**src/hdl/reset_strap_pkg.sv**
```systemverilog
// package for the reset and test strap control block: timing constants, strap layout,
// pin carrier types.
// assumes a single 100 MHz clock and no software-visible registers.
//
// Functional notes
// - reset input is active low; self-configuration starts on its rising edge only.
// - flash serial pins and all general-purpose pins stay high impedance during reset.
// - light-source selects and mirror drive enable forced low during reset.
// - no output is in its active state while reset is held; flash_o holds both active-low chip-select bits low, with flash_oe_n_o high.
// - test strap pins stay high impedance, weakly pulled down, during reset.
// - about 1.5 us after release, sample each strap once, then drive it.
// - strap pin 0 feeds select bit 0, strap pin 1 feeds bit 1.
// - after release, unused two-way pins may be configured as outputs.
package reset_strap_pkg;

  localparam int CLK_PERIOD_PS = 10000;
  localparam int STRAP_DELAY_NS_X10 = 15;
  // 1.5 us as a rounded-down count of clock cycles, never below one
  localparam int STRAP_DELAY_CYCLES_RAW = (STRAP_DELAY_NS_X10 * 100000) / CLK_PERIOD_PS;
  localparam int STRAP_DELAY_CYCLES = (STRAP_DELAY_CYCLES_RAW < 1) ? 1 : STRAP_DELAY_CYCLES_RAW;
  localparam int STRAP_CNT_W = 8;
  localparam logic [STRAP_CNT_W-1:0] STRAP_CNT_LAST = STRAP_CNT_W'(STRAP_DELAY_CYCLES - 1);

  localparam int STRAP_PINS = 2;
  localparam int STRAP_BIT_0 = 0;
  localparam int STRAP_BIT_1 = 1;
  localparam int GP_PINS = 20;
  localparam int RESET_SYNC_STAGES = 2;
  localparam logic [STRAP_PINS-1:0] TEST_MODE_RESET = 2'h0;

  typedef enum logic [1:0] {
    SEQ_HOLD,
    SEQ_WAIT_STRAP,
    SEQ_RUN
  } seq_state_t;

  // two-signal view of a group of two-way pins; oe low means driving
  typedef struct packed {
    logic [GP_PINS-1:0] out;
    logic [GP_PINS-1:0] oe_n;
  } gp_pins_drive_t;

  typedef struct packed {
    logic clk;
    logic dout;
    logic sel_0_low;
    logic sel_1_low;
  } flash_pins_t;

  typedef struct packed {
    logic light_0;
    logic light_1;
    logic drive_enable;
  } light_pins_t;

endpackage : reset_strap_pkg

```
**src/hdl/reset_and_test_strap_control.sv**
```systemverilog
// reset and test strap control: holds pins safe during reset, sequences release,
// samples the test straps and hands pin drive to the functional logic.
// assumes pins are resolved outside from out/oe_n; functional logic supplies
// the values it wants on each pin once configuration is running.
`timescale 1ns/1ps
module reset_and_test_strap_control
  import reset_strap_pkg::*;
#(
  // cycles from the start pulse to the strap sample; default is 1.5 us at 100 MHz
  parameter int STRAP_WAIT_CYCLES = STRAP_DELAY_CYCLES
)
(
  input wire logic clk_i,
  input wire logic rst_n_i,
  input wire logic mirror_park_request_low_i,
  input wire logic [STRAP_PINS-1:0] test_strap_pin_i,
  output logic [STRAP_PINS-1:0] test_strap_pin_o,
  output logic [STRAP_PINS-1:0] test_strap_pin_oe_n_o,
  input wire logic [STRAP_PINS-1:0] strap_func_out_i,
  input wire flash_pins_t flash_func_i,
  output flash_pins_t flash_o,
  output logic flash_oe_n_o,
  input wire gp_pins_drive_t gp_func_i,
  output gp_pins_drive_t gp_o,
  input wire light_pins_t light_func_i,
  output light_pins_t light_o,
  output logic config_start_o,
  output logic config_running_o,
  output logic straps_valid_o,
  output logic [STRAP_PINS-1:0] test_mode_select_o,
  output logic park_released_o
);

  logic rst_sync_n;
  seq_state_t state_reg;
  logic [STRAP_CNT_W-1:0] delay_cnt_reg;
  logic [STRAP_PINS-1:0] strap_meta_reg;
  logic [STRAP_PINS-1:0] strap_sync_reg;
  wire logic [STRAP_PINS-1:0] test_mode_bits;
  logic straps_valid_reg;
  logic start_reg;
  logic park_meta_reg;
  logic park_sync_reg;
  wire logic [STRAP_PINS-1:0] strap_out_bits;
  flash_pins_t flash_reg;
  logic flash_live_reg;
  gp_pins_drive_t gp_reg;
  light_pins_t light_reg;
  logic running;
  logic sample_now;

  // end value of the strap wait, cut to the counter's width on purpose
  localparam logic [STRAP_CNT_W-1:0] WAIT_LAST = STRAP_CNT_W'(STRAP_WAIT_CYCLES - 1);

  // reset input is active low; release is synchronised before anything starts
  reset_release_sync u_reset_release_sync (
    .clk_i(clk_i),
    .power_on_reset_low_i(rst_n_i),
    .rst_sync_n_o(rst_sync_n)
  );

  assign running = (state_reg == SEQ_RUN);
  assign sample_now = (state_reg == SEQ_WAIT_STRAP) && (delay_cnt_reg == WAIT_LAST);

  // strap pins come from outside the clock domain; the level taken at the end of
  // the wait is the pin as it stood two cycles earlier
  always_ff @(posedge clk_i or negedge rst_sync_n) begin
    if (!rst_sync_n) begin
      strap_meta_reg <= '0;
      strap_sync_reg <= '0;
    end else begin
      strap_meta_reg <= test_strap_pin_i;
      strap_sync_reg <= strap_meta_reg;
    end
  end

  // park is a pin level too and gets the same two flops
  always_ff @(posedge clk_i or negedge rst_sync_n) begin
    if (!rst_sync_n) begin
      park_meta_reg <= 1'b0;
      park_sync_reg <= 1'b0;
    end else begin
      park_meta_reg <= mirror_park_request_low_i;
      park_sync_reg <= park_meta_reg;
    end
  end

  // sequencer: start only once the synchronised release has been seen
  // hold lasts one cycle so the start pulse comes from a settled state
  always_ff @(posedge clk_i or negedge rst_sync_n) begin
    if (!rst_sync_n) begin
      state_reg <= SEQ_HOLD;
      delay_cnt_reg <= '0;
    end else begin
      case (state_reg)
        SEQ_HOLD: begin
          state_reg <= SEQ_WAIT_STRAP;
          delay_cnt_reg <= '0;
        end
        SEQ_WAIT_STRAP: begin
          // wait about 1.5 us from release before sampling
          // the count stops at its end value; leaving the state makes the sample one-shot
          if (delay_cnt_reg == WAIT_LAST) begin
            state_reg <= SEQ_RUN;
          end else begin
            delay_cnt_reg <= delay_cnt_reg + 1'b1;
          end
        end
        SEQ_RUN: begin
          state_reg <= SEQ_RUN;
        end
        default: begin
          state_reg <= SEQ_HOLD;
        end
      endcase
    end
  end

  // one-cycle pulse marking the start of self-configuration
  always_ff @(posedge clk_i or negedge rst_sync_n) begin
    if (!rst_sync_n) begin
      start_reg <= 1'b0;
    end else begin
      start_reg <= (state_reg == SEQ_HOLD);
    end
  end

  // single sample of the straps; the flag also hands the strap pins over
  always_ff @(posedge clk_i or negedge rst_sync_n) begin
    if (!rst_sync_n) begin
      straps_valid_reg <= 1'b0;
    end else if (sample_now) begin
      straps_valid_reg <= 1'b1;
    end
  end

  // per pin: one sample flop and one drive flop; pin i only ever feeds select bit i,
  // so the pairing cannot be crossed when the pin count changes
  for (genvar i = 0; i < STRAP_PINS; i++) begin : g_strap
    logic mode_bit_reg;
    logic out_bit_reg;

    // held until the next reset
    always_ff @(posedge clk_i or negedge rst_sync_n) begin
      if (!rst_sync_n) begin
        mode_bit_reg <= TEST_MODE_RESET[i];
      end else if (sample_now) begin
        mode_bit_reg <= strap_sync_reg[i];
      end
    end

    // released to high impedance during reset, driven once sampled
    always_ff @(posedge clk_i or negedge rst_sync_n) begin
      if (!rst_sync_n) begin
        out_bit_reg <= 1'b0;
      end else begin
        out_bit_reg <= straps_valid_reg ? strap_func_out_i[i] : 1'b0;
      end
    end

    assign test_mode_bits[i] = mode_bit_reg;
    assign strap_out_bits[i] = out_bit_reg;
  end

  // flash pins stay inactive until configuration runs; oe tied to run state
  always_ff @(posedge clk_i or negedge rst_sync_n) begin
    if (!rst_sync_n) begin
      flash_reg <= '0;
    end else if (running) begin
      flash_reg <= flash_func_i;
    end
  end

  // chip-select bits reset low, so the pins are enabled only once the first
  // functional value has landed; enabling with running would select the flash
  // for one cycle with whatever the reset value holds
  always_ff @(posedge clk_i or negedge rst_sync_n) begin
    if (!rst_sync_n) begin
      flash_live_reg <= 1'b0;
    end else begin
      flash_live_reg <= running;
    end
  end

  // gp pins: all undriven in reset; afterwards the functional logic may make
  // unused ones outputs so their inputs do not float
  always_ff @(posedge clk_i or negedge rst_sync_n) begin
    if (!rst_sync_n) begin
      gp_reg.out <= '0;
      gp_reg.oe_n <= '1;
    end else if (running) begin
      gp_reg <= gp_func_i;
    end
  end

  // light selects and mirror drive enable forced low through reset
  always_ff @(posedge clk_i or negedge rst_sync_n) begin
    if (!rst_sync_n) begin
      light_reg <= '0;
    end else begin
      light_reg <= running ? light_func_i : '0;
    end
  end

  // pin enables are gated with the raw reset too, so they float the instant reset
  // asserts; the synchronised reset also clears their flops at once
  assign test_strap_pin_oe_n_o = (straps_valid_reg && rst_n_i) ? '0 : '1;
  assign test_strap_pin_o = strap_out_bits;
  assign flash_oe_n_o = !(flash_live_reg && rst_n_i);
  assign flash_o = flash_reg;
  assign gp_o.out = gp_reg.out;
  assign gp_o.oe_n = rst_n_i ? gp_reg.oe_n : '1;
  assign light_o = rst_n_i ? light_reg : '0;

  assign config_start_o = start_reg;
  assign config_running_o = running;
  assign straps_valid_o = straps_valid_reg;
  assign test_mode_select_o = test_mode_bits;
  // the 500 ms quiet period is the host's job; this only reports park release
  assign park_released_o = park_sync_reg && running;

endmodule : reset_and_test_strap_control

```
**src/hdl/reset_release_sync.sv**
```systemverilog
// two-stage reset release synchroniser.
// assumes the input reset is asynchronous to clk_i; assertion acts at once.
`timescale 1ns/1ps
module reset_release_sync
  import reset_strap_pkg::*;
(
  input wire logic clk_i,
  input wire logic power_on_reset_low_i,
  output logic rst_sync_n_o
);

  logic [RESET_SYNC_STAGES-1:0] sync_reg;

  // assert asynchronously, release only after the stages clock in ones
  always_ff @(posedge clk_i or negedge power_on_reset_low_i) begin
    if (!power_on_reset_low_i) begin
      sync_reg <= '0;
    end else begin
      sync_reg <= {sync_reg[RESET_SYNC_STAGES-2:0], 1'b1};
    end
  end

  assign rst_sync_n_o = sync_reg[RESET_SYNC_STAGES-1];

endmodule : reset_release_sync

```
**config.mk**
```make
export PLATFORM = sky130hd
export DESIGN_NAME = reset_and_test_strap_control
export DESIGN_NICKNAME = d
export VERILOG_FILES = /design/src/hdl/reset_strap_pkg.sv /design/src/hdl/reset_and_test_strap_control.sv /design/src/hdl/reset_release_sync.sv
export SDC_FILE = /design/constraint.sdc
export NUM_CORES = 1
export LEC_CHECK = 0
export BUFFER_PORTS_ARGS = -buffer_cell sky130_fd_sc_hd__buf_2
export CELL_PAD_IN_SITES_DETAIL_PLACEMENT = 1
export CELL_PAD_IN_SITES_GLOBAL_PLACEMENT = 1
export CORE_MARGIN = 5
export CORE_UTILIZATION = 42
export CTS_CLUSTER_DIAMETER = 120
export CTS_CLUSTER_SIZE = 40
export DETAILED_ROUTE_END_ITERATION = 12
export PLACE_DENSITY = 0.86
export SLEW_MARGIN = 20
export SYNTH_ARGS = -nofsm -noshare
export SYNTH_HDL_FRONTEND = slang
export SYNTH_SLANG_ARGS = --single-unit
```
**constraint.sdc**
```tcl
create_clock -name clk_i -period 6.54 [get_ports clk_i]
set_input_delay 0.654 -clock clk_i [delete_from_list [all_inputs] [get_ports clk_i]]
set_output_delay 0.654 -clock clk_i [all_outputs]
set_load 0.05 [all_outputs]
```
---- After elaboration in Yosys (flattened, before gate mapping) ----
Cells that the tools add are included.
operators by class
  add/subtract/negate cells ............... 1
  equal/unequal tests ..................... 5
  multiplexer cells ....................... 10
  reductions and logical operators ........ 8
operators by type and width
  kind                                                   count
  two-way mux 20 bit                                     1
  case mux 8 bit (2 select lines)                        1
  adder 8 x 1 -> 8 bit, second input constant            1
  == test 8 bit, second input constant                   1
  two-way mux 8 bit                                      1
  two-way mux 3 bit                                      2
  case mux 2 bit (3 select lines)                        1
  logical AND 1 bit                                      4
  two-way mux 2 bit                                      2
  == test 2 x 1 -> 1 bit, second input constant          1
  == test 2 bit, second input constant                   1
  logical NOT 2 bit                                      1
  two-way mux 1 bit                                      2
  inequality test 2 x 1 -> 1 bit, second input constant  1
  inequality test 2 bit, second input constant           1
  AND reduction 2 bit                                    1
  nonzero test 2 bit                                     1
  logical NOT 1 bit                                      1
storage, ports and cells
  register bits ........................... 72
  output and inout port bits .............. 58
  word-level logic and storage cells ...... 47

---- Depth between registers and ports, before layout ----
Gate-level depths: netlist (run 1).
  depth in word-level cells ............... 3
  gate-level depth with buffers ........... 7

---- By module ----
From an unflattened synthesis (run 1), not the netlist that was laid out.
second synthesis, totals
  cell total of the unflattened synthesis .. 236
  area total of the unflattened synthesis .. 3,136.8 um^2
modules (own cells, without submodules)
  module                        instances  cells an instance  area each (um^2)  seq. area each (um^2)
  reset_and_test_strap_control  1          233                3,083.0           1,776.7
  reset_release_sync            1          3                  53.8              50.0

---- Least setup slack after synthesis (run 1) ----
Ideal clock, no wire load.
  path kind ............................... register to output
  start ................................... reg state_reg[0]
  end ..................................... out park_released_o
  arrival ................................. 2.034 ns
  setup slack ............................. 3.852 ns
  stages on the path, launching flop included .. 6
  path through ............................ dfrtp_1 > inv_1 > ha_1 > buf_2 > clkbuf_1 > and2_1
on the way
  longest elaborated chain between the ends .. 2
RTL lines
  what                    line                                 text
  start, declared         reset_and_test_strap_control.sv:35   seq_state_t state_reg;
  start signal, assigned  reset_and_test_strap_control.sv:92   state_reg <= SEQ_HOLD;
  start signal, assigned  reset_and_test_strap_control.sv:97   state_reg <= SEQ_WAIT_STRAP;
  start signal, assigned  reset_and_test_strap_control.sv:104  state_reg <= SEQ_RUN;
  == test 2 bit           reset_and_test_strap_control.sv:62   assign running = (state_reg == SEQ_RUN);
  via config_running_o    reset_and_test_strap_control.sv:28   output logic config_running_o,
  logical AND 1 bit       reset_and_test_strap_control.sv:220  assign park_released_o = park_sync_reg && running;
  end, declared           reset_and_test_strap_control.sv:31   output logic park_released_o
The timed path passes the listed nets, and every way through them passes these cells.

---- Worst setup path after layout (run 1) ----
  start ................................... reg state_reg[0]
  end ..................................... out park_released_o
on the way
  longest elaborated chain between the ends .. 2
RTL lines
  what               line
  == test 2 bit      reset_and_test_strap_control.sv:62
  logical AND 1 bit  reset_and_test_strap_control.sv:220
Every way passes these cells.

==> reports/metrics.yaml, run 1 <==
status:
  outcome: "finished, final reports clean"
critical_path:
  arrival_ns: 2.31
  crit_required_ns: 5.89
  cp_top_family: "buffers and inverters"
  crit_type: "flop to output pin"
  critPathLaunch: "state_reg[0]"
  slowest_delay_ns: 0.60
  slowest_stage: "ha_2"
  cp-end-kind: "output pin"
  critPathBufInv: 3
  crit_chain: "inv_1, ha_2, buf_4, and2_1, buf_2"
  worst_setup_path_start_kind: "flop"
  r2r_start: "state_reg[1]"
  cp_max_fo: 27
clock_network:
  cts.sinks: 72
  cts_setup_buffers: 0
  htree_levels: 3
  clk_path_buf_depth: 2
  clkTransAtPathRegs_ns: 0.08
  numCtsBuffers: 9
  cts.repair.resized: 0
  cts_tree: "built"
  cts_root_buf: "clkbuf_8"
  clk_latency_ns: 0.34
  hold_buffers: 0
final_layout:
  nets: 381
  layout_commonest_cell: "buf_2"
  area_growth_pct: 20.4
  fin_area_mm2: 0.00378
  layout-drive-gt1-share_pct: 63.3
  n_antenna_cell: 0
  final_cell_mix: "111 x buf_2, 51 x dfrtp_1, 44 x mux2_2"
yosys:
  synthFlopType: "dfrtp_1"
  synth_seq_cells: 72
  synth_edf_count: 0
  synth_nets: 290
  seq_area_frac_synth_pct: 58.2
  syn_area_per_cell_um2: 13.6
  synth_cell_types: 34
  syn-instance-count: 231
  syn-cell-area_mm2: 0.00314
  ys_warn_count: 0
  async_reset_ff_share_pct: 100
route:
  wl_met1_mm: 2.56
  dr.first_iter.drc_count: 40
  wl_per_cell_um: 15.5
  wl_met2_mm: 3.31
  drtAntennaViolNets: 0
  drt_pass1_iterations: 4
  route.detailed.drc: 0
  top_layer: "met5"
  drt_wl_total_mm: 6.62
  wl_met3_um: 602
  vias_per_cell: 4.73
  vias: 2015
place:
  dpl.hpwl_mm: 5.05
  dpl-instance-area_mm2: 0.00361
  portBuffers: 111
  globalplace.congestion: 0.787
floorplanning:
  placementRows: 31
  coreArea_mm2: 0.00725
  floorplan.initialDensity_pct: 43.2
  die_width_um: 96.4
  die_h_um: 96.4
  io_pins: 112
  dieArea_mm2: 0.00930
power_and_ir_drop:
  power.switching_w: 0.000209
  combPwrFrac_pct: 6.8
  swShare_pct: 25.8
  vdd_drop_max_uv: 116
  clkPwrFrac_pct: 37.3
  p_per_area_mw_per_mm2: 215
  p_int_w: 0.000602
  sequentialPowerShare_pct: 55.9
  p_leak_nw: 2.02
  total_power_w: 0.000811
timing:
  drv_slew: 0
  rsz0062_at_grt: "false"
  worstMarginPinSlew_ns: 0.848
  max_slew_margin_pct: 43.5
  max_freq_mhz: 338
  finalSetupViolations: 0
  timing.final.crit_share_pct: 45.3
  skew_ns: 0.0104
  period_needed_ns: 2.96
  finalHoldViolCount: 0
  tns_ns: 0
global_routing:
  grt_pass1_wl_mm: 10.6
  grt_pass1_vias: 2198
  grt_max_degree: 42
  antenna_found_initial: 2
  grt_remaining_overflow: 0
  grtUsageTotal_pct: 14.9
worst_hold_path:
  hold_class: "input port to async pin"
flow_run:
  max_cap_viol_count: 0
[power groups by stage]
| stage | sequential [W] | clock, W | combinational, W |
|---|---|---|---|
| 2_1_floorplan | 0.000463 | 0 | 0.0000279 |
| 3_3_place_gp | 0.000462 | 0 | 0.0000548 |
| 3_5_place_dp | 0.000462 | 0 | 0.0000557 |
| 4_1_cts | 0.000454 | 0.000315 | 0.0000558 |
| 5_1_grt | 0.000455 | 0.000340 | 0.0000592 |
| 6_report | 0.000453 | 0.000303 | 0.0000548 |
[cell families after synthesis]
family,Yosys count,synth area share (%)
flops,72,58.2
simple gates,54,10.7
mux,46,16.8
buf+inv,37,7.82
compound gates,15,4.11
fa+ha+maj,5,1.99
other cells,1,0.120
xor+xnor,1,0.279
[cells in the mapped netlist (4+ instances only)]
library cell	instances	area, um2
and2_1	9	56.3
buf_4	25	188
clkbuf_1	5	18.8
dfrtp_1	52	1300
dfstp_2	20	526
ha_1	5	62.6
mux2_2	44	495
nand2_1	5	18.8
nand2b_1	20	125
nand3_1	4	20.0
o21ai_0	5	25.0
[cell type report]
| cell class | instances | area [um2] |
|---|---|---|
| fill | 783 | 3480 |
| sequential | 72 | 1830 |
| multi-input combinational | 122 | 1070 |
| timing repair buffer | 113 | 571 |
| clock buffer | 9 | 124 |
| tap | 99 | 124 |
| clock inverter | 7 | 46.3 |
| inverter | 4 | 17.5 |
[metal layers]
layer | vias up | global-route usage [%]
li1 | 936 | -
met1 | 984 | 17.8
met2 | 76 | 24.7
met3 | 15 | 4.26
met4 | 4 | 7.48
met5 | - | 0
[final timing paths]
path | slack [ns] | cells after the start | end
min reg2reg | 0.35 | 0 | park_sync_reg
min in group clk_i | 0.35 | 0 | park_sync_reg
max reg2reg | 4.46 | 5 | g_strap[1].mode_bit_reg
max | 3.58 | 5 | park_released_o
max in group asynchronous | 5.21 | 1 | gp_reg[16]
min | 0.27 | 1 | u_reset_release_sync.sync_reg[1]
[through the flow]
step | hold WS (ns) | instances | util (%) | setup WS [ns]
floorplan | 0.331 | 231 | - | 3.85
global placement | 0.332 | 410 | 49.7 | 3.97
detailed placement | 0.337 | 410 | 49.7 | 3.90
CTS | 0.257 | 426 | 52.1 | 3.52
global route | 0.268 | 426 | 52.1 | 3.44
finish | 0.274 | 426 | 52.1 | 3.58
(Power assumes the default switching activity.)
==> run 2: changes to the inputs <==
- ABC_AREA: unset -> 1
- CORE_UTILIZATION: 42 -> 37
- PLACE_DENSITY: 0.86 -> 0.81
- clock period: 6.54 -> 3 ns (I/O delays scaled with it)
==> run 2 against run 1 <==
Combinational power down 3%. Non-clock buffer count up 3. Synthesized area up 0.44%. Routed wire length up 9.2%. Core utilization down 4.7 points. Die area up 13%. Clock skew up 0.0021 ns. Largest cell class unchanged. Largest power group is now the clock network.
==> reports/metrics.yaml, run 2 <==
timing:
  drv_slew: 0
  skew_ns: 0.0125
  max_freq_mhz: 440
  rsz0062_at_grt: "false"
  tns_ns: 0
  timing.final.crit_share_pct: 75.8
  worstMarginPinSlew_ns: 0.733
  max_slew_margin_pct: 51.2
  period_needed_ns: 2.27
  finalSetupViolations: 0
  finalHoldViolCount: 0
clock_network:
  cts_setup_buffers: 0
  clk_path_buf_depth: 2
  clkTransAtPathRegs_ns: 0.08
  numCtsBuffers: 9
  cts_tree: "built"
  hold_buffers: 1
  cts.sinks: 72
  clk_latency_ns: 0.34
  cts.repair.resized: 0
  cts_root_buf: "clkbuf_8"
  htree_levels: 3
flow_run:
  max_cap_viol_count: 0
critical_path:
  crit_required_ns: 2.70
  r2r-end: "gp_o[36]"
  worst_setup_path_start_kind: "flop"
  crit_chain: "inv_1, ha_2, nand2_1, inv_1, buf_2"
  cp_max_fo: 30
  r2r_start: "state_reg[0]"
  cp-end-kind: "output pin"
  reg2reg_depth: 4
  arrival_ns: 1.97
  critPathMostFrequentCell: "inv_1"
  crit_type: "flop to output pin"
  slowest_delay_ns: 0.67
  reg2reg_slack_ns: 1.01
  slowest_stage: "ha_2"
yosys:
  synth-compound-area-share_pct: 3.81
  synth_top_family_by_area: "simple AND/OR/NAND/NOR gates"
  ys_warn_count: 0
  yosysTopAreaCell: "dfrtp_1"
  synth_edf_count: 0
  synth_xor_area_share_pct: 0.278
  seq_area_frac_synth_pct: 58.0
  synth-simple-area-share_pct: 14.5
  synth_nets: 378
  synth_cell_types: 22
  synth_seq_cells: 72
  synthAdderAreaFrac_pct: 1.99
  synthFlopType: "dfrtp_1"
  synth.most_common_cell: "nand2_1"
  synth.area.top_cells: "dfrtp_1 41%, dfstp_2 17%, nand2_1 11%, mux2_2 8.6%, buf_4 6.2%"
  synth_commonest_cells: "93 x nand2_1, 52 x dfrtp_1, 43 x inv_1, 26 x buf_4"
  syn_area_per_cell_um2: 9.88
  syn-cell-area_mm2: 0.00315
  syn-instance-count: 319
  async_reset_ff_share_pct: 100
  muxShareOfSynthArea_pct: 8.58
  yosysTopAreaCellShare_pct: 41.3
final_layout:
  multi_input_area_um2: 926
  layout_commonest_cell: "buf_2"
  layout-drive-gt1-share_pct: 43.8
  area_growth_pct: 24.3
  num-fill-cells: 968
  final_cell_mix: "111 x buf_2, 93 x nand2_1, 51 x dfrtp_1"
  n_antenna_cell: 0
  finalNonFillerCells: 521
  seq_area_mm2: 0.00183
  nets: 470
power_and_ir_drop:
  p_leak_nw: 2.26
  vdd_drop_max_uv: 266
  p_per_area_mw_per_mm2: 524
  total_power_w: 0.00205
floorplanning:
  coreArea_mm2: 0.00826
  floorplan.initialDensity_pct: 38.2
  die_h_um: 102
  die_width_um: 102
  dieArea_mm2: 0.0105
  io_pins: 112
  placementRows: 33
place:
  globalplace.congestion: 0.786
  portBuffers: 111
  dp_cells: 504
  dpl.hpwl_mm: 5.59
route:
  dr.first_iter.drc_count: 57
  drt_wl_total_mm: 7.23
  drtAntennaViolNets: 0
  wl_per_cell_um: 13.9
  vias: 2328
  vias_per_cell: 4.47
  drt_pass1_iterations: 3
  route.detailed.drc: 0
global_routing:
  antenna_found_initial: 0
  grtUsageTotal_pct: 14.3
  grt_max_degree: 35
  grt_remaining_overflow: 0
  grt_pass1_wl_mm: 11.6
  grt_pass1_vias: 2472
worst_hold_path:
  worstHoldPathCells: 1
  hold_class: "input port to flop"
  worstHoldEndpoint: "park_meta_reg"
  hp-start: "mirror_park_request_low_i"
status:
  outcome: "finished, final reports clean"
run 2: metal layers:
| layer | vias to the layer above | track usage, % | wire length, um |
|---|---|---|---|
| met5 | - | 0 | 0 |
| met4 | 0 | 3.33 | 46 |
| met3 | 8 | 4.30 | 574 |
| met2 | 76 | 23.2 | 3440 |
| met1 | 1118 | 18.8 | 3170 |
| li1 | 1126 | - | - |
run 2: logic make-up after synthesis:
logic type / after synthesis
other: 1
multiplexers: 24
flip-flops: 72
buffers and inverters: 79
AND/OR/NAND/NOR: 113
adder cells (fa/ha/maj): 5
AO/OA/AOI/OAI: 24
XOR/XNOR: 1
run 2: per-stage QoR:
step | hold WS, ns | utilization (%) | worst slack [ns] | area, um2
floorplan | 0.00441 | - | 0.881 | 3150
global placement | 0.285 | 44.0 | 1.07 | 3640
detailed placement | 0.289 | 44.0 | 0.981 | 3640
CTS | 0.0432 | 47.4 | 0.668 | 3920
global route | 0.0468 | 47.4 | 0.591 | 3920
finish | 0.0704 | 47.4 | 0.726 | 3920
run 2: critical path, delay by kind of cell (launching register included):
| kind | cells | cell delay, ns |
|---|---|---|
| DFF | 1 | 0.39 |
| buffers and inverters | 3 | 0.45 |
| and+or+nand+nor | 1 | 0.12 |
| adders and majority gates | 1 | 0.67 |
run 2: worst max-delay path by stage:
stage / from / endpoint / slack (ns) / cells after the start
final: state_reg[0] / park_released_o / 0.73 / 5
after global routing: state_reg[0] / park_released_o / 0.59 / 5
after CTS: state_reg[0] / park_released_o / 0.67 / 5
after detailed placement: state_reg[0] / gp_o[36] / 0.98 / 4
after global placement: state_reg[0] / gp_o[36] / 1.07 / 4
after floorplan: u_reset_release_sync.sync_reg[1] / config_start_o / 0.88 / 0
run 2: layout make-up:
cell class | instances | share of cell area (%)
Timing Repair Buffer | 116 | 15.2
Sequential cell | 72 | 46.7
Clock buffer | 11 | 3.61
Inverter | 44 | 4.22
Clock inverter | 5 | 3.29
Multi-Input combinational cell | 168 | 23.6
Tap cell | 105 | 3.35
run 2: power breakdown:
group	switching, W	internal, W	total, W
logic	0.0000262	0.0000267	0.0000529
clock network	0.000353	0.000661	0.00101
registers	0.00000961	0.000977	0.000986
total	0.000389	0.00166	0.00205
